`src/design/adc_avg_pkg.sv`:
```
// constants, types and helpers shared by the converter averaging and scaling logic
// Functional notes
// - take one sample per enabled channel every millisecond, 1000 samples per second.
// - each raw sample is an unsigned 10-bit code.
// - enable code 12 enables both, 1 only first, 2 only second.
// - enable code 0 disables both channels; this is the reset state.
// - output full scale is 1023 times the factor, fraction truncated.
// - first channel factor is non-zero and resets to one.
// - second channel has its own factor, resetting to one.
// - each channel averages 1 to 1000 consecutive 1 ms samples.
// - averaging count of each channel resets to sixteen.
// - changing the averaging count never changes the sample rate.
// - every setting is written on its own without touching the others.
package adc_avg_pkg;
   localparam int CLK_HZ      = 100_000_000;
   localparam int SAMPLE_HZ   = 1000;
   localparam int TICK_CYCLES = CLK_HZ / SAMPLE_HZ;
   localparam int CODE_W      = 10;
   localparam int AVG_W       = 10;
   localparam int SUM_W       = 20;
   localparam int SCALE_W     = 16;
   localparam int SCALE_FRAC  = 8;
   localparam int RES_W       = 18;
   localparam int EN_W        = 8;
   localparam int STEP_W      = 5;
   localparam int FIFO_DEPTH  = 8;
   localparam int FIFO_W      = RES_W + 1;

   localparam logic [AVG_W-1:0]   AVG_MAX     = 10'h3E8;
   localparam logic [AVG_W-1:0]   AVG_DEFAULT = 10'h010;
   localparam logic [SCALE_W-1:0] SCALE_ONE   = 16'h0100;
   localparam logic [EN_W-1:0]    EN_BOTH     = 8'h0C;
   localparam logic [EN_W-1:0]    EN_FIRST    = 8'h01;
   localparam logic [EN_W-1:0]    EN_SECOND   = 8'h02;
   localparam logic [EN_W-1:0]    EN_NONE     = 8'h00;
   localparam logic [STEP_W-1:0]  DIV_LAST    = 5'h13;

   typedef enum logic [1:0] {
      ST_IDLE = 2'b00,
      ST_DIV  = 2'b01,
      ST_PUSH = 2'b11
   } eng_state_t;

   // bit 0 first channel, bit 1 second; unknown codes disable both
   function automatic logic [1:0] decode_enable(input logic [EN_W-1:0] code);
      case (code)
         EN_BOTH:   decode_enable = 2'h3;
         EN_FIRST:  decode_enable = 2'h1;
         EN_SECOND: decode_enable = 2'h2;
         default:   decode_enable = 2'h0;
      endcase
   endfunction : decode_enable

   // average times unsigned 8.8 factor, fraction dropped
   function automatic logic [RES_W-1:0] scale_result(input logic [CODE_W-1:0]  avg,
                                                     input logic [SCALE_W-1:0] factor);
      logic [CODE_W+SCALE_W-1:0] prod;
      prod = {{SCALE_W{1'b0}}, avg} * {{CODE_W{1'b0}}, factor};
      scale_result = prod[CODE_W+SCALE_W-1:SCALE_FRAC];
   endfunction : scale_result
endpackage : adc_avg_pkg

```
`src/design/dual_adc_average_scale.sv`:
```
// result fifo and the dual converter averaging and scaling top level
`timescale 1ns/1ps
`default_nettype none

module result_fifo #(
   parameter int WIDTH = adc_avg_pkg::FIFO_W,
   parameter int DEPTH = adc_avg_pkg::FIFO_DEPTH
) (
   input  wire logic             i_clk,
   input  wire logic             i_reset_n,
   input  wire logic             i_in_valid,
   output logic                  o_in_ready,
   input  wire logic [WIDTH-1:0] i_in_data,
   output logic                  o_out_valid,
   input  wire logic             i_out_ready,
   output logic      [WIDTH-1:0] o_out_data
);
   localparam int AW = $clog2(DEPTH);

   if (DEPTH < 2 || (1 << AW) != DEPTH || WIDTH < 1) begin : g_bad_size
      $error("result_fifo: depth must be a power of two of at least 2");
   end

   typedef struct packed {
      logic [AW:0] wptr;
      logic [AW:0] rptr;
   } fifo_state_t;

   fifo_state_t           r;
   fifo_state_t           n;
   logic      [WIDTH-1:0] mem [DEPTH];
   logic                  full;
   logic                  empty;
   logic                  push;
   logic                  pop;

   assign full        = (r.wptr[AW] != r.rptr[AW]) && (r.wptr[AW-1:0] == r.rptr[AW-1:0]);
   assign empty       = (r.wptr == r.rptr);
   assign o_in_ready  = !full;
   assign o_out_valid = !empty;
   assign o_out_data  = mem[r.rptr[AW-1:0]];
   assign push        = i_in_valid && !full;
   assign pop         = i_out_ready && !empty;

   always_comb begin
      n = r;
      if (push) begin
         n.wptr = r.wptr + 1'b1;
      end
      if (pop) begin
         n.rptr = r.rptr + 1'b1;
      end
   end

   always_ff @(posedge i_clk) begin
      if (!i_reset_n) begin
         r <= '0;
      end else begin
         r <= n;
      end
   end

   always_ff @(posedge i_clk) begin
      if (push) begin
         mem[r.wptr[AW-1:0]] <= i_in_data;
      end
   end
endmodule : result_fifo

module dual_adc_average_scale #(
   parameter int TICK_CYCLES = adc_avg_pkg::TICK_CYCLES
) (
   input  wire logic                               i_clk,
   input  wire logic                               i_reset_n,
   input  wire logic [adc_avg_pkg::CODE_W-1:0]     i_analog_in_first,
   input  wire logic [adc_avg_pkg::CODE_W-1:0]     i_analog_in_second,
   input  wire logic                               i_enable_wr,
   input  wire logic [adc_avg_pkg::EN_W-1:0]       i_enable_code,
   input  wire logic                               i_scale_factor_first_wr,
   input  wire logic [adc_avg_pkg::SCALE_W-1:0]    i_scale_factor_first,
   input  wire logic                               i_scale_factor_second_wr,
   input  wire logic [adc_avg_pkg::SCALE_W-1:0]    i_scale_factor_second,
   input  wire logic                               i_average_count_first_wr,
   input  wire logic [adc_avg_pkg::AVG_W-1:0]      i_average_count_first,
   input  wire logic                               i_average_count_second_wr,
   input  wire logic [adc_avg_pkg::AVG_W-1:0]      i_average_count_second,
   output logic                                    o_converter_channel_first_on,
   output logic                                    o_converter_channel_second_on,
   output logic                                    o_sample_tick,
   output logic                                    o_result_valid,
   input  wire logic                               i_result_ready,
   output logic      [adc_avg_pkg::RES_W-1:0]      o_result_data,
   output logic                                    o_result_channel
);
   localparam int TW = $clog2(TICK_CYCLES);
   localparam logic [TW-1:0] TICK_MAX = TW'(TICK_CYCLES - 1);

   if (TICK_CYCLES < 2) begin : g_bad_tick
      $error("dual_adc_average_scale: TICK_CYCLES must be at least 2");
   end

   typedef struct packed {
      logic [TW-1:0]                               tick_cnt;
      logic                                        tick;
      logic [adc_avg_pkg::EN_W-1:0]                enable_code;
      logic [1:0][adc_avg_pkg::SCALE_W-1:0]        scale;
      logic [1:0][adc_avg_pkg::AVG_W-1:0]          avg;
      logic [1:0][adc_avg_pkg::SUM_W-1:0]          acc;
      logic [1:0][adc_avg_pkg::AVG_W-1:0]          cnt;
      logic [1:0]                                  pend;
      logic [1:0][adc_avg_pkg::SUM_W-1:0]          pend_sum;
      logic [1:0][adc_avg_pkg::AVG_W-1:0]          pend_n;
      logic [1:0][adc_avg_pkg::SCALE_W-1:0]        pend_fac;
      adc_avg_pkg::eng_state_t                     st;
      logic                                        chan;
      logic [adc_avg_pkg::STEP_W-1:0]              step;
      logic [adc_avg_pkg::SUM_W:0]                 rem;
      logic [adc_avg_pkg::SUM_W-1:0]               dvd;
      logic [adc_avg_pkg::AVG_W-1:0]               den;
      logic [adc_avg_pkg::SCALE_W-1:0]             fac;
   } core_state_t;

   core_state_t                          r;
   core_state_t                          n;
   logic      [1:0]                      en;
   logic                                 fifo_in_ready;
   logic                                 push_valid;
   logic      [adc_avg_pkg::RES_W-1:0]   push_data;
   logic      [adc_avg_pkg::FIFO_W-1:0]  fifo_out;

   assign en                            = adc_avg_pkg::decode_enable(r.enable_code);
   assign o_converter_channel_first_on  = en[0];
   assign o_converter_channel_second_on = en[1];
   assign o_sample_tick                 = r.tick;
   assign push_valid                    = (r.st == adc_avg_pkg::ST_PUSH);
   assign push_data = adc_avg_pkg::scale_result(r.dvd[adc_avg_pkg::CODE_W-1:0],
                                                r.fac);
   assign o_result_data    = fifo_out[adc_avg_pkg::RES_W-1:0];
   assign o_result_channel = fifo_out[adc_avg_pkg::RES_W];

   always_comb begin
      logic [1:0]                        restart;
      logic [adc_avg_pkg::CODE_W-1:0]    sample;
      logic [adc_avg_pkg::SUM_W-1:0]     sum;
      logic [adc_avg_pkg::SUM_W:0]       rem_sh;
      logic                              take;
      logic                              pick;
      restart = 2'h0;
      sample  = '0;
      sum     = '0;
      rem_sh  = '0;
      take    = 1'b0;
      pick    = 1'b0;
      n       = r;
      // free-running divider, never touched by settings
      n.tick     = (r.tick_cnt == TICK_MAX);
      n.tick_cnt = n.tick ? '0 : r.tick_cnt + 1'b1;
      // each setting has its own strobe
      if (i_enable_wr) begin
         n.enable_code = i_enable_code;
         restart       = 2'h3;
      end
      if (i_scale_factor_first_wr && i_scale_factor_first != '0) begin
         n.scale[0] = i_scale_factor_first;
      end
      if (i_scale_factor_second_wr && i_scale_factor_second != '0) begin
         n.scale[1] = i_scale_factor_second;
      end
      if (i_average_count_first_wr && i_average_count_first != '0
          && i_average_count_first <= adc_avg_pkg::AVG_MAX) begin
         n.avg[0]   = i_average_count_first;
         restart[0] = 1'b1;
      end
      if (i_average_count_second_wr && i_average_count_second != '0
          && i_average_count_second <= adc_avg_pkg::AVG_MAX) begin
         n.avg[1]   = i_average_count_second;
         restart[1] = 1'b1;
      end
      // shared divide and scale engine
      unique case (r.st)
         adc_avg_pkg::ST_IDLE: begin
            if (r.pend[0] || r.pend[1]) begin
               take = 1'b1;
               pick = !r.pend[0];
            end
         end
         adc_avg_pkg::ST_DIV: begin
            rem_sh = {r.rem[adc_avg_pkg::SUM_W-1:0], r.dvd[adc_avg_pkg::SUM_W-1]};
            if (rem_sh >= {{(adc_avg_pkg::SUM_W + 1 - adc_avg_pkg::AVG_W){1'b0}}, r.den}) begin
               n.rem = rem_sh - {{(adc_avg_pkg::SUM_W + 1 - adc_avg_pkg::AVG_W){1'b0}}, r.den};
               n.dvd = {r.dvd[adc_avg_pkg::SUM_W-2:0], 1'b1};
            end else begin
               n.rem = rem_sh;
               n.dvd = {r.dvd[adc_avg_pkg::SUM_W-2:0], 1'b0};
            end
            n.step = r.step + 1'b1;
            if (r.step == adc_avg_pkg::DIV_LAST) begin
               n.st = adc_avg_pkg::ST_PUSH;
            end
         end
         adc_avg_pkg::ST_PUSH: begin
            if (fifo_in_ready) begin
               n.st = adc_avg_pkg::ST_IDLE;
            end
         end
         default: begin
            n.st = adc_avg_pkg::ST_IDLE;
         end
      endcase
      if (take) begin
         n.pend[pick] = 1'b0;
         n.dvd        = r.pend_sum[pick];
         n.den        = r.pend_n[pick];
         n.fac        = r.pend_fac[pick];
         n.rem        = '0;
         n.step       = '0;
         n.chan       = pick;
         n.st         = adc_avg_pkg::ST_DIV;
      end
      // accumulation; a new window end overrides the engine's clear
      for (int c = 0; c < 2; c++) begin
         sample = (c == 0) ? i_analog_in_first : i_analog_in_second;
         sum    = r.acc[c] + {{(adc_avg_pkg::SUM_W - adc_avg_pkg::CODE_W){1'b0}}, sample};
         if (restart[c] || !en[c]) begin
            n.acc[c] = '0;
            n.cnt[c] = '0;
         end else if (r.tick) begin
            if (r.cnt[c] + 1'b1 == r.avg[c]) begin
               n.pend[c]     = 1'b1;
               n.pend_sum[c] = sum;
               n.pend_n[c]   = r.avg[c];
               n.pend_fac[c] = r.scale[c];
               n.acc[c]      = '0;
               n.cnt[c]      = '0;
            end else begin
               n.acc[c] = sum;
               n.cnt[c] = r.cnt[c] + 1'b1;
            end
         end
      end
   end

   always_ff @(posedge i_clk) begin
      if (!i_reset_n) begin
         r             <= '0;
         r.enable_code <= adc_avg_pkg::EN_NONE;
         r.scale       <= {adc_avg_pkg::SCALE_ONE, adc_avg_pkg::SCALE_ONE};
         r.avg         <= {adc_avg_pkg::AVG_DEFAULT, adc_avg_pkg::AVG_DEFAULT};
         r.st          <= adc_avg_pkg::ST_IDLE;
      end else begin
         r <= n;
      end
   end

   result_fifo #(
      .WIDTH (adc_avg_pkg::FIFO_W),
      .DEPTH (adc_avg_pkg::FIFO_DEPTH)
   ) u_fifo (
      .i_clk       (i_clk),
      .i_reset_n   (i_reset_n),
      .i_in_valid  (push_valid),
      .o_in_ready  (fifo_in_ready),
      .i_in_data   ({r.chan, push_data}),
      .o_out_valid (o_result_valid),
      .i_out_ready (i_result_ready),
      .o_out_data  (fifo_out)
   );

   function automatic logic restart_any(input int c);
      restart_any = i_enable_wr || (c == 1 && i_average_count_second_wr);
   endfunction : restart_any
endmodule : dual_adc_average_scale

`default_nettype wire

```
`config.mk`:
```
export PLATFORM = sky130hd
export DESIGN_NAME = dual_adc_average_scale
export DESIGN_NICKNAME = d
export VERILOG_FILES = /design/src/design/adc_avg_pkg.sv /design/src/design/dual_adc_average_scale.sv
export SDC_FILE = /design/constraint.sdc
export NUM_CORES = 1
export LEC_CHECK = 0
export ABC_CLOCK_PERIOD_IN_PS = 8220
export BUFFER_PORTS_ARGS = -buffer_cell sky130_fd_sc_hd__buf_2
export CAP_MARGIN = 20
export CELL_PAD_IN_SITES_DETAIL_PLACEMENT = 2
export CELL_PAD_IN_SITES_GLOBAL_PLACEMENT = 2
export CORE_MARGIN = 3
export CORE_UTILIZATION = 40
export DETAILED_ROUTE_END_ITERATION = 16
export HOLD_SLACK_MARGIN = 0.08
export PLACE_DENSITY = 0.76
export SETUP_SLACK_MARGIN = 0.15
export SLEW_MARGIN = 25
export SYNTH_ARGS = -nofsm -noshare
export SYNTH_HDL_FRONTEND = slang
export SYNTH_SLANG_ARGS = --single-unit
```
`constraint.sdc`:
```
create_clock -name i_clk -period 8.22 [get_ports i_clk]
set_input_delay 1.233 -clock i_clk [delete_from_list [all_inputs] [get_ports i_clk]]
set_output_delay 1.233 -clock i_clk [all_outputs]
set_load 0.02 [all_outputs]
```
* Word level (Yosys, flattened, before mapping) *
Memories as Yosys holds them, arrays and structs flattened. A register that Yosys moved wholly into a read port is not among the register bits.
Index checks and enable logic that the tools add are counted.

operators by class
  add/subtract/negate cells = 9
  divide/modulo/power cells = 0
  $lt $le $gt $ge = 5
  multiply operators = 1
  equal/unequal tests = 17
  reductions and logical operators = 32
  bitwise logic cells = 6
  multiplexer cells = 37
  shift-type cells = 0

operators by type and width
  operator                                                          number
  20-bit two-way mux                                                4
  74-bit two-way mux                                                1
  46-bit two-way mux                                                1
  41-bit two-way mux                                                1
  20-bit by 10-bit adder with 20-bit output                         2
  10-bit two-way mux                                                4
  16-bit two-way mux                                                2
  16-bit nonzero test                                               2
  10-bit by 16-bit multiplier with 26-bit output                    1
  21-bit by 10-bit >= comparator with 1-bit output                  1
  21-bit by 10-bit subtractor with 21-bit output                    1
  10-bit by 1-bit adder with 10-bit output (second input constant)  2
  10-bit == test                                                    2
  10-bit less-or-equal comparator (second input constant)           2
  10-bit nonzero test                                               2
  17-bit by 1-bit adder with 17-bit output (second input constant)  1
  17-bit == test (second input constant)                            1
  1-bit two-way mux                                                 15
  2-bit case mux with 3 select lines                                2
  3-bit AND reduction                                               4
  1-bit logical AND                                                 10
  4-bit by 1-bit adder with 4-bit output (second input constant)    2
  8-bit by 1-bit == test with 1-bit output (second input constant)  1
  8-bit by 2-bit == test with 1-bit output (second input constant)  1
  other kinds (23)                                                  42

storage, ports and cells
  bits in read-only memories = 0
  logic and storage cells = 136
  RAM bits = 152
  memories kept = 1
  flip-flop bits (word level) = 315
  bits of input ports = 88
  latch bits = 0

memory list
  memory      words  width  read ports  clocked after Yosys merged registers in  wr ports  RTL line                      source
  u_fifo.mem  8      19     1           1                                        1         dual_adc_average_scale.sv:31  logic [WIDTH-1:0] mem [DEPTH];

* Longest topological paths before layout *
Gate-level depths: netlist of run 1.

  word-level depth = 13
  gate-level depth with buffers = 22
  depth with buffers taken out = 20

* Hierarchy *
Synthesis of run 1 repeated with hierarchy kept, for this count alone.

second synthesis, totals
  cell total of the unflattened synthesis = 2,675
  area, all modules = 26,319.0 um2

modules (own cells, without submodules)
  module                  cells an instance  instances  area an instance (um2)  seq. area each (um2)
  dual_adc_average_scale  2,371              1          19,696.4                6,125.9
  result_fifo             304                1          6,622.6                 4,784.6

* Least setup slack after synthesis of run 1 *
Ideal clock, no wire load.

  path type = register to register
  start point = register r[29] (netlist bit)
  end point = memory u_fifo.mem[0][17] (netlist bit) (data pin)
  arrival = 5.588 ns
  setup time = 0.299 ns
  cell stages (with the launch flop) = 23
  slack = 2.333 ns
  buffers on the path = 2
  required time = 7.921 ns
  cell sequence = dfxtp_1 > clkbuf_1 > clkbuf_1 > nand2_1 > fa_1 > inv_1 > fa_1 > inv_1 > fa_1 > inv_1 > fa_1 > inv_1 > fa_1 > inv_1 > ha_1 > nand2_1 > nor2_1 > a211oi_1 > a21oi_1 > a21boi_0 > o21ai_0 > o41ai_1 > xnor2_1

between the ends
  word-level cells in the longest chain between the ends = 1

ends and longest elaborated chain
  item                                            RTL line                       source
  start, declared                                 dual_adc_average_scale.sv:123  core_state_t r;
  start signal, assigned                          dual_adc_average_scale.sv:251  r <= n;
  10-bit by 16-bit multiplier with 26-bit output  adc_avg_pkg.sv:58              prod = {{SCALE_W{1'b0}}, avg} * {{CODE_W{1'b0}}, factor};
  net push_data (one bit)                         dual_adc_average_scale.sv:128  logic [adc_avg_pkg::RES_W-1:0] push_data;
  end, declared                                   dual_adc_average_scale.sv:31

The timed path passes the listed nets, and every way through them passes these cells.

* Final worst setup path of run 1 *
  start point = register r[34] (netlist bit)
  end point = memory u_fifo.mem[1][17] (netlist bit) (data pin)

Same word-level chain as after synthesis.

==> flow_results.xml, run 1 <==
<?xml version="1.0" encoding="UTF-8"?>
<metrics>
  <group name="synth">
    <metric name="number_of_flops_mapped_to_enable_cells_by_yosys" unit="">152</metric>
    <metric name="number_of_warnings_issued_by_yosys" unit="">0</metric>
    <metric name="yosys_register_bits" unit="">469</metric>
    <metric name="syn_area" unit="sq um">25750</metric>
    <metric name="synth-main-ff-cell" unit="">sky130_fd_sc_hd__dfxtp_1</metric>
    <metric name="synthesis.nets" unit="">2851</metric>
    <metric name="synthCells" unit="">2556</metric>
    <metric name="netlist-cell-type-count" unit="">70</metric>
    <metric name="synth_async_sr_flop_share" unit="%">0</metric>
    <metric name="ys_seq_area_share" unit="%">42.38</metric>
    <metric name="syn-mean-instance-area" unit="sq um">10.07</metric>
  </group>
  <group name="floorplan">
    <metric name="ports" unit="">111</metric>
    <metric name="die_area" unit="sq um">67440</metric>
    <metric name="dieWidth" unit="um">259.7</metric>
    <metric name="rows" unit="">92</metric>
    <metric name="start_util" unit="%">40.59</metric>
    <metric name="die_h" unit="um">259.7</metric>
    <metric name="design.core.area" unit="sq um">63430</metric>
  </group>
  <group name="drt">
    <metric name="routed-via-count" unit="">19100</metric>
    <metric name="route.detailed.vias_per_inst" unit="">5.467</metric>
    <metric name="drt-initial-drc-count" unit="">937</metric>
    <metric name="drt_pass1_iterations" unit="">5</metric>
    <metric name="drc_errors" unit="">0</metric>
    <metric name="postRouteWirelength" unit="um">79330</metric>
    <metric name="post_drt_wl_per_cell" unit="um">22.71</metric>
    <metric name="ant_nets" unit="">0</metric>
  </group>
  <group name="layout">
    <metric name="antenna-diode-count" unit="">0</metric>
    <metric name="area.sequential" unit="sq um">10910</metric>
    <metric name="layout.nets" unit="">2899</metric>
    <metric name="area_growth" unit="%">12.32</metric>
    <metric name="multi_input_area" unit="sq um">13850</metric>
    <metric name="fraction_of_final_layout_cells_sized_beyond_drive_strength_1" unit="%">11.79</metric>
    <metric name="fin_cells" unit="">3493</metric>
    <metric name="layout.filler_cells" unit="">6599</metric>
  </group>
  <group name="job">
    <metric name="maxCapViolCount" unit="">0</metric>
  </group>
  <group name="sta">
    <metric name="final_hold_viol_count" unit="">0</metric>
    <metric name="timing.final.setup_violations" unit="">0</metric>
    <metric name="post-route-worst-setup-slack" unit="ns">1.342</metric>
    <metric name="setup_repair_after_global_routing_missed_its_margin" unit="">false</metric>
    <metric name="min_period_over_period" unit="%">83.68</metric>
    <metric name="tns" unit="ns">0</metric>
    <metric name="finalHoldWorstSlack" unit="ns">0.4530</metric>
    <metric name="max_slew.worst_pin.slew" unit="ns">1.040</metric>
    <metric name="slew-limit-headroom" unit="%">30.17</metric>
    <metric name="maxSlewViolCount" unit="">0</metric>
    <metric name="finClkSkew" unit="ns">0.03553</metric>
    <metric name="timing.final.crit_period" unit="ns">6.878</metric>
    <metric name="maxClockFrequency" unit="MHz">145.4</metric>
  </group>
  <group name="setup_path">
    <metric name="timing.critical_path.mode_cell" unit="">sky130_fd_sc_hd__fa_1</metric>
    <metric name="timing.critical_path.to_type" unit="">flop</metric>
    <metric name="worst_ep_arrival_time" unit="ns">7.16</metric>
    <metric name="worst_path_largest_cell_delay" unit="ns">0.82</metric>
    <metric name="worst-r2r-setup-slack" unit="ns">1.34</metric>
    <metric name="critical_path.slowest_cell" unit="">sky130_fd_sc_hd__dfxtp_1</metric>
    <metric name="worst-endpoint-required" unit="ns">8.50</metric>
    <metric name="critical_path.reg2reg.endpoint" unit="">u_fifo.mem[1][17]$_DFFE_PP_</metric>
    <metric name="stages_on_worst_setup_path" unit="">15</metric>
    <metric name="path_class" unit="">flop to flop</metric>
    <metric name="destination_of_the_critical_timing_path" unit="">u_fifo.mem[1][17]$_DFFE_PP_</metric>
    <metric name="worstReg2RegStart" unit="">r[34]$_SDFFE_PN0P_</metric>
    <metric name="crit_path_max_fanout" unit="">18</metric>
    <metric name="timing.critical_path.from" unit="">r[34]$_SDFFE_PN0P_</metric>
    <metric name="critPathBufInv" unit="">0</metric>
    <metric name="critPathLaunchType" unit="">flop</metric>
    <metric name="worstPathCellList" unit="">and2_1 &gt; fa_1 &gt; fa_1 &gt; fa_1 &gt; fa_1 &gt; fa_1 &gt; ha_1 &gt; o21a_1 &gt; nor2_1 &gt; nor2_1 &gt; a21oi_1 &gt; a21boi_0 &gt; o21ai_0 &gt; o41ai_1 &gt; xnor2_1</metric>
    <metric name="timing.critical_path.max_delay_family" unit="">adder cells</metric>
    <metric name="reg2reg_depth" unit="">15</metric>
  </group>
  <group name="power_and_ir_drop">
    <metric name="power-per-cell-area" unit="nW/um^2">174.2</metric>
    <metric name="p_leak" unit="uW">0.01169</metric>
    <metric name="power_after_layout" unit="uW">5039</metric>
    <metric name="sequential_share_of_power" unit="%">47.9</metric>
    <metric name="p_sw_share" unit="%">22.03</metric>
    <metric name="share_clk_of_total_power" unit="%">49.3</metric>
    <metric name="power.internal" unit="uW">3929</metric>
    <metric name="combinationalPowerShare" unit="%">2.8</metric>
    <metric name="total_net_switching_power" unit="uW">1110</metric>
    <metric name="irDropWorstVdd" unit="V">0.0001395</metric>
  </group>
  <group name="place">
    <metric name="place_inst" unit="">3394</metric>
    <metric name="globalplace.congestion" unit="">0.8096</metric>
    <metric name="numPortBuffers" unit="">110</metric>
    <metric name="dp_hpwl" unit="um">55980</metric>
    <metric name="pre_cts_ws" unit="ns">1.362</metric>
  </group>
  <group name="clock_tree">
    <metric name="clock_sink_count" unit="">469</metric>
    <metric name="ctsResizeCount" unit="">0</metric>
    <metric name="cts_buffers" unit="">54</metric>
    <metric name="clkLatencyLatePin" unit="ns">0.62</metric>
    <metric name="cts.path.max_buffers" unit="">3</metric>
    <metric name="tritoncts" unit="">yes</metric>
    <metric name="path_clk_slew" unit="ns">0.06</metric>
    <metric name="total_number_of_h_tree_levels" unit="">2</metric>
    <metric name="postCtsHoldBufs" unit="">0</metric>
    <metric name="clock_tree.root_cell" unit="">sky130_fd_sc_hd__clkbuf_16</metric>
    <metric name="cts_post_setup_buffers_inserted" unit="">0</metric>
  </group>
  <group name="global_route">
    <metric name="grt_pass1_vias" unit="">21660</metric>
    <metric name="grtUsageTotal" unit="%">23.68</metric>
    <metric name="grt_pass1_wl" unit="um">125900</metric>
    <metric name="initial_antenna_violation_count" unit="">1</metric>
    <metric name="globalRoute.totalOverflow" unit="">0</metric>
    <metric name="grt_max_degree" unit="">90</metric>
  </group>
  <group name="worst_hold_path">
    <metric name="class_of_the_most_critical_hold_timing_path" unit="">flop to flop</metric>
    <metric name="min_from" unit="">r[112]$_SDFFE_PN0P_</metric>
  </group>
  <group name="status">
    <metric name="outcome" unit="">complete, no violations</metric>
  </group>
</metrics>
-- layout make-up --
type,instances,share of cell area (%)
Multi-Input combinational cell,1808,47.88
Sequential cell,469,37.74
Clock buffer,79,5.521
Tap cell,846,3.660
Timing Repair Buffer,139,2.665
Inverter,132,1.713
Clock inverter,20,0.8264
-- tightest hold or removal path, stage by stage, from the launching register on --
cell	delay, ns
sky130_fd_sc_hd__dfxtp_1	0.31
sky130_fd_sc_hd__nand2_1	0.05
sky130_fd_sc_hd__a21boi_1	0.05
-- cell usage after synthesis (all sizes together), types with 16 or more instances --
master / instances / area (sq um)
mux2: 20 / 225.2
or3: 19 / 118.9
inv: 132 / 495.5
nor3: 31 / 155.2
edfxtp: 152 / 4564
mux4: 38 / 855.8
o211a: 26 / 260.3
mux2i: 97 / 970.9
nor4: 22 / 171.4
a211oi: 21 / 157.7
a21boi: 61 / 457.9
xor2: 57 / 499.2
a21oi: 116 / 580.6
clkbuf: 118 / 442.9
nand3: 78 / 395.4
nand4: 18 / 118.9
nand2: 371 / 1393
nand3b: 16 / 120.1
and3: 16 / 100.1
dfxtp: 317 / 6346
xnor2: 60 / 525.5
a221oi: 21 / 183.9
nor2: 116 / 435.4
and2: 97 / 606.8
fa: 112 / 2242
nor2b: 131 / 827.0
ha: 95 / 1189
o21ai: 53 / 265.3
buf: 29 / 146.4
-- metal layers --
metal	up-vias	routed length (um)	track usage (%)
li1	8892	-	-
met1	9811	34590	29.81
met2	267	40120	42.08
met3	125	2194	3.097
met4	0	2421	7.521
met5	-	0	0
-- cells in the final DEF, fill, tap and decap left out, drive strengths merged, types with 31 or more instances in the layout --
cell / Yosys / layout
nand2: 371 / 371
dfxtp: 317 / 317
edfxtp: 152 / 152
buf: 29 / 139
inv: 132 / 133
nor2b: 131 / 131
a21oi: 116 / 116
nor2: 116 / 116
fa: 112 / 112
mux2i: 97 / 97
and2: 97 / 97
ha: 95 / 95
clkbuf: 118 / 79
nand3: 78 / 78
a21boi: 61 / 61
xnor2: 60 / 60
xor2: 57 / 57
o21ai: 53 / 53
mux4: 38 / 38
nor3: 31 / 31
-- stage by stage --
step / area (sq um) / utilization (%)
after floorplan: 25750 / -
after global placement: 27080 / 42.69
after detailed placement: 27080 / 42.69
after CTS: 28910 / 45.59
after global routing: 28920 / 45.60
final: 28920 / 45.60
-- sequential cells by signal, summed over array words and instances (netlist names), named ones only --
signal	cells
u_fifo.mem	152
u_fifo.r	8
r	305
o_sample_tick	1
-- worst min-delay path by stage --
stage                                to  slack (ns)  cells past startpoint
floorplan             r[290]$_SDFF_PP0_        0.42                      1
global placement      r[290]$_SDFF_PP0_        0.43                      1
detailed placement   r[88]$_SDFFE_PN0P_        0.45                      2
CTS                  r[88]$_SDFFE_PN0P_        0.46                      2
global route         r[88]$_SDFFE_PN0P_        0.47                      2
finish              r[112]$_SDFFE_PN0P_        0.45                      2
-- cells by family (layout without fill, tap and decap cells) --
family	Yosys count	after routing	share of synthesized area [%]
AOI/OAI and AO/OA	372	372	9.676
xor gates and xnor gates	117	117	3.980
adders and majority gates	207	207	13.33
buffers and inverters	279	370	4.213
DFF	469	469	42.38
muxes	155	155	7.970
and+or+nand+nor	957	957	18.46
-- power groups by stage --
stage               Combinational, uW  Clock (uW)  Sequential [uW]
finish                            142        2480             2410
floorplan                        87.6           0             2450
detailed placement                142           0             2460
global route                      157        2650             2410
global placement                  135           0             2460
CTS                               144        2550             2410
(Power assumes the default switching activity.)
==> run 2, diff against run 1 <==
--- a/config.mk
+++ b/config.mk
@@ -5,16 +5,16 @@
 export SDC_FILE = /design/constraint.sdc
 export NUM_CORES = 1
 export LEC_CHECK = 0
-export ABC_CLOCK_PERIOD_IN_PS = 8220
+export ABC_CLOCK_PERIOD_IN_PS = 5800
 export BUFFER_PORTS_ARGS = -buffer_cell sky130_fd_sc_hd__buf_2
 export CAP_MARGIN = 20
 export CELL_PAD_IN_SITES_DETAIL_PLACEMENT = 2
 export CELL_PAD_IN_SITES_GLOBAL_PLACEMENT = 2
 export CORE_MARGIN = 3
-export CORE_UTILIZATION = 40
+export CORE_UTILIZATION = 37
 export DETAILED_ROUTE_END_ITERATION = 16
 export HOLD_SLACK_MARGIN = 0.08
-export PLACE_DENSITY = 0.76
+export PLACE_DENSITY = 0.74
 export SETUP_SLACK_MARGIN = 0.15
 export SLEW_MARGIN = 25
 export SYNTH_ARGS = -nofsm -noshare
==> constraint.sdc (replaced) <==
create_clock -name i_clk -period 5.8 [get_ports i_clk]
set_input_delay 0.87 -clock i_clk [delete_from_list [all_inputs] [get_ports i_clk]]
set_output_delay 0.87 -clock i_clk [all_outputs]
set_load 0.02 [all_outputs]
==> flow_results.xml, run 2 (same netlist as run 1, synthesis figures left out) <==
<?xml version="1.0" encoding="UTF-8"?>
<metrics>
  <group name="global_route">
    <metric name="grt_max_degree" unit="">93</metric>
    <metric name="grtUsageTotal" unit="%">21.63</metric>
    <metric name="globalRoute.totalOverflow" unit="">0</metric>
    <metric name="grt_pass1_wl" unit="um">126000</metric>
    <metric name="grt_pass1_vias" unit="">21840</metric>
    <metric name="initial_antenna_violation_count" unit="">0</metric>
  </group>
  <group name="setup_path">
    <metric name="critPathBufInv" unit="">4</metric>
    <metric name="critical_path.slowest_cell" unit="">sky130_fd_sc_hd__fa_1</metric>
    <metric name="worst_ep_arrival_time" unit="ns">5.97</metric>
    <metric name="worst_path_largest_cell_delay" unit="ns">0.56</metric>
    <metric name="timing.critical_path.max_delay_family" unit="">adder cells</metric>
    <metric name="crit_path_max_fanout" unit="">10</metric>
    <metric name="path_class" unit="">flop to flop</metric>
    <metric name="worst-endpoint-required" unit="ns">6.17</metric>
    <metric name="timing.critical_path.to_type" unit="">flop</metric>
    <metric name="critPathLaunchType" unit="">flop</metric>
    <metric name="timing.critical_path.mode_cell" unit="">sky130_fd_sc_hd__fa_1</metric>
    <metric name="worstPathCellList" unit="">buf_4 &gt; and2_1 &gt; fa_1 &gt; fa_1 &gt; fa_1 &gt; fa_1 &gt; inv_1 &gt; fa_1 &gt; inv_1 &gt; ha_1 &gt; a21oi_1 &gt; o21ai_1 &gt; a21oi_2 &gt; a21boi_4 &gt; o21ai_1 &gt; o41ai_2 &gt; xnor2_2 &gt; buf_4</metric>
  </group>
  <group name="clock_tree">
    <metric name="cts.path.max_buffers" unit="">3</metric>
    <metric name="clock_tree.root_cell" unit="">sky130_fd_sc_hd__clkbuf_16</metric>
    <metric name="cts_buffers" unit="">55</metric>
    <metric name="clkLatencyLatePin" unit="ns">0.63</metric>
    <metric name="path_clk_slew" unit="ns">0.06</metric>
    <metric name="postCtsHoldBufs" unit="">0</metric>
    <metric name="tritoncts" unit="">yes</metric>
    <metric name="total_number_of_h_tree_levels" unit="">2</metric>
    <metric name="clock_sink_count" unit="">469</metric>
  </group>
  <group name="drt">
    <metric name="postRouteWirelength" unit="um">79580</metric>
    <metric name="drt_pass1_iterations" unit="">5</metric>
    <metric name="ant_nets" unit="">0</metric>
    <metric name="post_drt_wl_per_cell" unit="um">21.96</metric>
    <metric name="routed-via-count" unit="">19170</metric>
    <metric name="drt-initial-drc-count" unit="">858</metric>
    <metric name="route.detailed.vias_per_inst" unit="">5.289</metric>
    <metric name="drc_errors" unit="">0</metric>
  </group>
  <group name="sta">
    <metric name="setup_repair_after_global_routing_missed_its_margin" unit="">true</metric>
    <metric name="finClkSkew" unit="ns">0.03308</metric>
    <metric name="min_period_over_period" unit="%">96.59</metric>
    <metric name="timing.final.setup_violations" unit="">0</metric>
    <metric name="timing.final.crit_period" unit="ns">5.602</metric>
    <metric name="slew-limit-headroom" unit="%">34.28</metric>
    <metric name="maxSlewViolCount" unit="">0</metric>
    <metric name="maxClockFrequency" unit="MHz">178.5</metric>
    <metric name="final_hold_viol_count" unit="">0</metric>
    <metric name="max_slew.worst_pin.slew" unit="ns">0.9858</metric>
    <metric name="tns" unit="ns">0</metric>
  </group>
  <group name="layout">
    <metric name="max_flop_register" unit="">r</metric>
    <metric name="largest_reg_flops" unit="">305</metric>
    <metric name="layout.filler_cells" unit="">7334</metric>
    <metric name="area_growth" unit="%">14.98</metric>
    <metric name="postLayoutCellArea" unit="sq um">29600</metric>
    <metric name="layout.nets" unit="">2941</metric>
    <metric name="most-common-layout-cells" unit="">370 x sky130_fd_sc_hd__nand2_1, 302 x sky130_fd_sc_hd__dfxtp_1, 152 x sky130_fd_sc_hd__edfxtp_1</metric>
    <metric name="utilization" unit="%">43.09</metric>
    <metric name="fraction_of_final_layout_cells_sized_beyond_drive_strength_1" unit="%">14.71</metric>
    <metric name="layout_commonest_cell" unit="">sky130_fd_sc_hd__nand2_1</metric>
    <metric name="fin_cells" unit="">3624</metric>
    <metric name="area.sequential" unit="sq um">10940</metric>
    <metric name="multi_input_area" unit="sq um">14060</metric>
  </group>
  <group name="place">
    <metric name="dp_hpwl" unit="um">55600</metric>
    <metric name="globalplace.congestion" unit="">0.8082</metric>
    <metric name="place_inst" unit="">3509</metric>
    <metric name="placed_cell_area" unit="sq um">27430</metric>
    <metric name="numPortBuffers" unit="">110</metric>
  </group>
  <group name="floorplan">
    <metric name="die_area" unit="sq um">72780</metric>
    <metric name="die_h" unit="um">269.8</metric>
    <metric name="start_util" unit="%">37.47</metric>
    <metric name="ports" unit="">111</metric>
    <metric name="dieWidth" unit="um">269.8</metric>
    <metric name="rows" unit="">96</metric>
    <metric name="design.core.area" unit="sq um">68710</metric>
  </group>
  <group name="job">
    <metric name="maxCapViolCount" unit="">0</metric>
  </group>
  <group name="power_and_ir_drop">
    <metric name="power-per-cell-area" unit="nW/um^2">241.3</metric>
    <metric name="p_leak" unit="uW">0.01207</metric>
    <metric name="irDropWorstVdd" unit="V">0.0002243</metric>
  </group>
  <group name="worst_hold_path">
    <metric name="class_of_the_most_critical_hold_timing_path" unit="">flop to flop</metric>
  </group>
  <group name="status">
    <metric name="outcome" unit="">complete, no violations</metric>
  </group>
</metrics>
[run 2: power breakdown]
part           internal, uW  leakage, uW  switching (uW)  total [uW]
clock                  2070     0.000886            1450        3520
combinational          89.2      0.00714             112         201
sequential             3390      0.00404            25.4        3420
[run 2: worst paths after layout]
path | startpoint | end | slack [ns] | depth (start not counted)
max | r[1]$_SDFFE_PN0P_ | u_fifo.mem[1][17]$_DFFE_PP_ | 0.20 | 18
min | r[290]$_SDFF_PP0_ | r[290]$_SDFF_PP0_ | 0.45 | 1
max reg2reg | r[1]$_SDFFE_PN0P_ | u_fifo.mem[1][17]$_DFFE_PP_ | 0.20 | 18
min reg2reg | r[290]$_SDFF_PP0_ | r[290]$_SDFF_PP0_ | 0.45 | 1
[run 2: per-layer routing]
layer / track usage (%) / share of wire, % / vias to the layer above
li1: - / - / 8981
met1: 27.28 / 44 / 9861
met2: 39.32 / 52 / 217
met3: 2.487 / 2.5 / 109
met4: 5.524 / 2.1 / 0
met5: 0 / 0 / -
[run 2: metrics by stage]
| stage | setup WS (ns) | power (uW) | hold slack (ns) |
|---|---|---|---|
| 6_report | 0.1980 | 7143 | 0.4511 |
| 3_3_place_gp | 0.1682 | 3682 | 0.4276 |
| 4_1_cts | 0.1744 | 7251 | 0.4550 |
| 3_5_place_dp | -0.1131 | 3693 | 0.4415 |
| 2_1_floorplan | 0.1800 | 3602 | 0.4176 |
| 5_1_grt | -0.02352 | 7412 | 0.4798 |
[run 2: cell type report]
type | instances | area share [%]
Tap cell | 931 | 3.935
Timing Repair Buffer | 180 | 3.779
Sequential cell | 469 | 36.94
Inverter | 132 | 1.674
Antenna cell | 1 | 0.008453
Clock inverter | 28 | 0.9932
Clock buffer | 75 | 5.173
Multi-Input combinational cell | 1808 | 47.49
[run 2: repair_timing]
item,CTS,global route
pin swaps,2,13
gates resized for setup,21,42
setup endpoints to repair,79,104
setup buffers,1,10
[run 2: worst reg2reg max path: cells and delay by family (launching register included)]
family / cells / cell delay, ns
adder cells (fa/ha/maj): 6 / 2.99
XOR/XNOR: 1 / 0.11
flip-flops: 1 / 0.32
buffers and inverters: 4 / 0.45
AND/OR/NAND/NOR: 1 / 0.19
AO/OA/AOI/OAI: 6 / 1.32
==> run 3, diff against run 2 <==
--- a/config.mk
+++ b/config.mk
@@ -13,6 +13,7 @@
 export CORE_MARGIN = 3
 export CORE_UTILIZATION = 37
 export DETAILED_ROUTE_END_ITERATION = 16
+export GPL_TIMING_DRIVEN = 0
 export HOLD_SLACK_MARGIN = 0.08
 export PLACE_DENSITY = 0.74
 export SETUP_SLACK_MARGIN = 0.15
==> flow_results.xml, run 3 (same netlist as run 1, synthesis figures left out) <==
<?xml version="1.0" encoding="UTF-8"?>
<metrics>
  <group name="status">
    <metric name="outcome" unit="">finished, violations left</metric>
    <metric name="violations" unit="">setup timing</metric>
  </group>
  <group name="drt">
    <metric name="routed-via-count" unit="">20160</metric>
    <metric name="ant_nets" unit="">0</metric>
    <metric name="postRouteWirelength" unit="um">89680</metric>
    <metric name="drt_pass1_iterations" unit="">5</metric>
    <metric name="post_drt_wl_per_cell" unit="um">23.96</metric>
    <metric name="drc_errors" unit="">0</metric>
    <metric name="route.detailed.vias_per_inst" unit="">5.385</metric>
    <metric name="drt-initial-drc-count" unit="">1016</metric>
  </group>
  <group name="floorplan">
    <metric name="ports" unit="">111</metric>
    <metric name="rows" unit="">96</metric>
    <metric name="start_util" unit="%">37.47</metric>
    <metric name="dieWidth" unit="um">269.8</metric>
    <metric name="die_h" unit="um">269.8</metric>
    <metric name="die_area" unit="sq um">72780</metric>
    <metric name="design.core.area" unit="sq um">68710</metric>
  </group>
  <group name="power_and_ir_drop">
    <metric name="combinationalPowerShare" unit="%">3.1</metric>
    <metric name="p_sw_share" unit="%">22.74</metric>
    <metric name="power-per-cell-area" unit="nW/um^2">231.2</metric>
    <metric name="power.internal" unit="uW">5441</metric>
    <metric name="p_leak" unit="uW">0.01239</metric>
    <metric name="total_net_switching_power" unit="uW">1601</metric>
    <metric name="share_clk_of_total_power" unit="%">48.4</metric>
    <metric name="irDropWorstVdd" unit="V">0.0002069</metric>
    <metric name="sequential_share_of_power" unit="%">48.5</metric>
  </group>
  <group name="clock_tree">
    <metric name="cts_buffers" unit="">54</metric>
    <metric name="postCtsHoldBufs" unit="">0</metric>
    <metric name="path_clk_slew" unit="ns">0.06</metric>
    <metric name="total_number_of_h_tree_levels" unit="">2</metric>
    <metric name="clkLatencyLatePin" unit="ns">0.64</metric>
    <metric name="cts.path.max_buffers" unit="">3</metric>
    <metric name="tritoncts" unit="">yes</metric>
    <metric name="clock_sink_count" unit="">469</metric>
    <metric name="clock_tree.root_cell" unit="">sky130_fd_sc_hd__clkbuf_16</metric>
  </group>
  <group name="layout">
    <metric name="utilization" unit="%">44.33</metric>
    <metric name="fraction_of_final_layout_cells_sized_beyond_drive_strength_1" unit="%">15.94</metric>
    <metric name="max_flop_register" unit="">r</metric>
    <metric name="area_growth" unit="%">18.29</metric>
    <metric name="layout_commonest_cell" unit="">sky130_fd_sc_hd__nand2_1</metric>
    <metric name="layout.filler_cells" unit="">7249</metric>
    <metric name="largest_reg_flops" unit="">305</metric>
    <metric name="most-common-layout-cells" unit="">364 x sky130_fd_sc_hd__nand2_1, 304 x sky130_fd_sc_hd__dfxtp_1, 152 x sky130_fd_sc_hd__edfxtp_1</metric>
    <metric name="postLayoutCellArea" unit="sq um">30450</metric>
    <metric name="layout.nets" unit="">3064</metric>
  </group>
  <group name="setup_path">
    <metric name="critical_path.slowest_cell" unit="">sky130_fd_sc_hd__fa_1</metric>
    <metric name="path_class" unit="">flop to flop</metric>
    <metric name="worst-endpoint-required" unit="ns">6.14</metric>
    <metric name="timing.critical_path.max_delay_family" unit="">adder cells</metric>
    <metric name="critPathBufInv" unit="">5</metric>
    <metric name="worst_ep_arrival_time" unit="ns">6.16</metric>
    <metric name="worstPathCellList" unit="">buf_8 &gt; clkbuf_16 &gt; nand2_1 &gt; fa_1 &gt; inv_1 &gt; fa_1 &gt; fa_1 &gt; fa_1 &gt; inv_2 &gt; fa_2 &gt; inv_1 &gt; ha_2 &gt; a211oi_2 &gt; a21oi_2 &gt; a21oi_4 &gt; a21boi_4 &gt; o21ai_1 &gt; a211oi_2 &gt; nor2_4</metric>
    <metric name="timing.critical_path.to_type" unit="">flop</metric>
    <metric name="timing.critical_path.mode_cell" unit="">sky130_fd_sc_hd__fa_1</metric>
    <metric name="worst_path_largest_cell_delay" unit="ns">0.62</metric>
    <metric name="timing.critical_path.from" unit="">r[29]$_SDFFE_PN0P_</metric>
    <metric name="worstReg2RegStart" unit="">r[29]$_SDFFE_PN0P_</metric>
    <metric name="critPathLaunchType" unit="">flop</metric>
    <metric name="crit_path_max_fanout" unit="">8</metric>
  </group>
  <group name="global_route">
    <metric name="grt_max_degree" unit="">16</metric>
    <metric name="grtUsageTotal" unit="%">23.60</metric>
    <metric name="globalRoute.totalOverflow" unit="">0</metric>
    <metric name="busiest_layer" unit="">met2</metric>
    <metric name="grt_util_met2" unit="%">44.86</metric>
    <metric name="grt_util_met1" unit="%">27.54</metric>
    <metric name="initial_antenna_violation_count" unit="">3</metric>
    <metric name="grt_pass1_wl" unit="um">134600</metric>
    <metric name="globalRouteMet3Util" unit="%">2.594</metric>
    <metric name="grt_pass1_vias" unit="">22700</metric>
  </group>
  <group name="place">
    <metric name="placed_cell_area" unit="sq um">27700</metric>
    <metric name="numPortBuffers" unit="">106</metric>
    <metric name="globalplace.congestion" unit="">0.8502</metric>
    <metric name="pre_cts_ws" unit="ns">-1.256</metric>
    <metric name="dp_hpwl" unit="um">64800</metric>
  </group>
  <group name="sta">
    <metric name="max_slew.worst_pin.slew" unit="ns">0.8900</metric>
    <metric name="post-route-worst-setup-slack" unit="ns">-0.01885</metric>
    <metric name="maxClockFrequency" unit="MHz">171.9</metric>
    <metric name="slew-limit-headroom" unit="%">40.24</metric>
    <metric name="final_hold_viol_count" unit="">0</metric>
    <metric name="finalHoldWorstSlack" unit="ns">0.4565</metric>
    <metric name="timing.final.setup_violations" unit="">19</metric>
    <metric name="setup_repair_after_global_routing_missed_its_margin" unit="">true</metric>
    <metric name="min_period_over_period" unit="%">100.3</metric>
    <metric name="maxSlewViolCount" unit="">0</metric>
    <metric name="finClkSkew" unit="ns">0.03614</metric>
    <metric name="timing.final.crit_period" unit="ns">5.819</metric>
  </group>
  <group name="worst_hold_path">
    <metric name="min_from" unit="">r[111]$_SDFFE_PN0P_</metric>
    <metric name="class_of_the_most_critical_hold_timing_path" unit="">flop to flop</metric>
  </group>
  <group name="job">
    <metric name="maxCapViolCount" unit="">0</metric>
  </group>
</metrics>
## run 3: worst paths after layout
| check | cells past startpoint | slack [ns] | to |
|---|---|---|---|
| max | 19 | -0.02 | u_fifo.mem[1][14]$_DFFE_PP_ |
| min reg2reg | 2 | 0.46 | r[111]$_SDFFE_PN0P_ |
| max reg2reg | 19 | -0.02 | u_fifo.mem[1][14]$_DFFE_PP_ |
| min | 2 | 0.46 | r[111]$_SDFFE_PN0P_ |
## run 3: routing by layer
| layer | wire length, um | part of all wire [%] |
|---|---|---|
| met5 | 0 | 0 |
| met3 | 2587 | 2.9 |
| met2 | 47720 | 53 |
| met1 | 36290 | 40 |
| met4 | 3079 | 3.4 |
## run 3: final cells by class
class	instances	area (sq um)	area share [%]
Antenna cell	1	2.502	0.008217
Buffer	147	849.6	2.790
Clock buffer	81	1567	5.144
Clock inverter	17	183.9	0.6039
Inverter	132	495.5	1.627
Multi-Input combinational cell	1808	14240	46.77
Sequential cell	469	10940	35.94
Tap cell	931	1165	3.825
Timing Repair Buffer	157	1003	3.295
## run 3: stage by stage
step	setup TNS (ns)	power, uW	std cells
after floorplan	0	3602	2556
after global placement	-70.78	3703	3593
after detailed placement	-118.36	3713	3611
after CTS	0	7122	3724
after global routing	-1.928	7277	3742
final	-0.1549	7042	3743
## run 3: worst reg2reg max path: stages, from the launching register on
cell and delay, ns:
sky130_fd_sc_hd__dfxtp_2 0.33, sky130_fd_sc_hd__buf_8 0.11, sky130_fd_sc_hd__clkbuf_16 0.15, sky130_fd_sc_hd__nand2_1 0.08, sky130_fd_sc_hd__fa_1 0.55, sky130_fd_sc_hd__inv_1 0.05
sky130_fd_sc_hd__fa_1 0.47, sky130_fd_sc_hd__fa_1 0.52, sky130_fd_sc_hd__fa_1 0.62, sky130_fd_sc_hd__inv_2 0.07, sky130_fd_sc_hd__fa_2 0.58, sky130_fd_sc_hd__inv_1 0.07
sky130_fd_sc_hd__ha_2 0.23, sky130_fd_sc_hd__a211oi_2 0.28, sky130_fd_sc_hd__a21oi_2 0.16, sky130_fd_sc_hd__a21oi_4 0.20, sky130_fd_sc_hd__a21boi_4 0.34, sky130_fd_sc_hd__o21ai_1 0.23
sky130_fd_sc_hd__a211oi_2 0.37, sky130_fd_sc_hd__nor2_4 0.12
## run 3: timing repair
item,in CTS,in global routing
buffers inserted,15,17
pin swaps,23,47
gates cloned,0,1
setup endpoints to repair,136,136
gates resized for setup,118,86
## run 3: power groups by stage
stage / sequential (uW) / clock (uW) / combinational (uW)
floorplan: 3480 / 0 / 124
global placement: 3490 / 0 / 211
detailed placement: 3490 / 0 / 220
CTS: 3420 / 3480 / 222
global route: 3420 / 3620 / 238
finish: 3420 / 3410 / 219
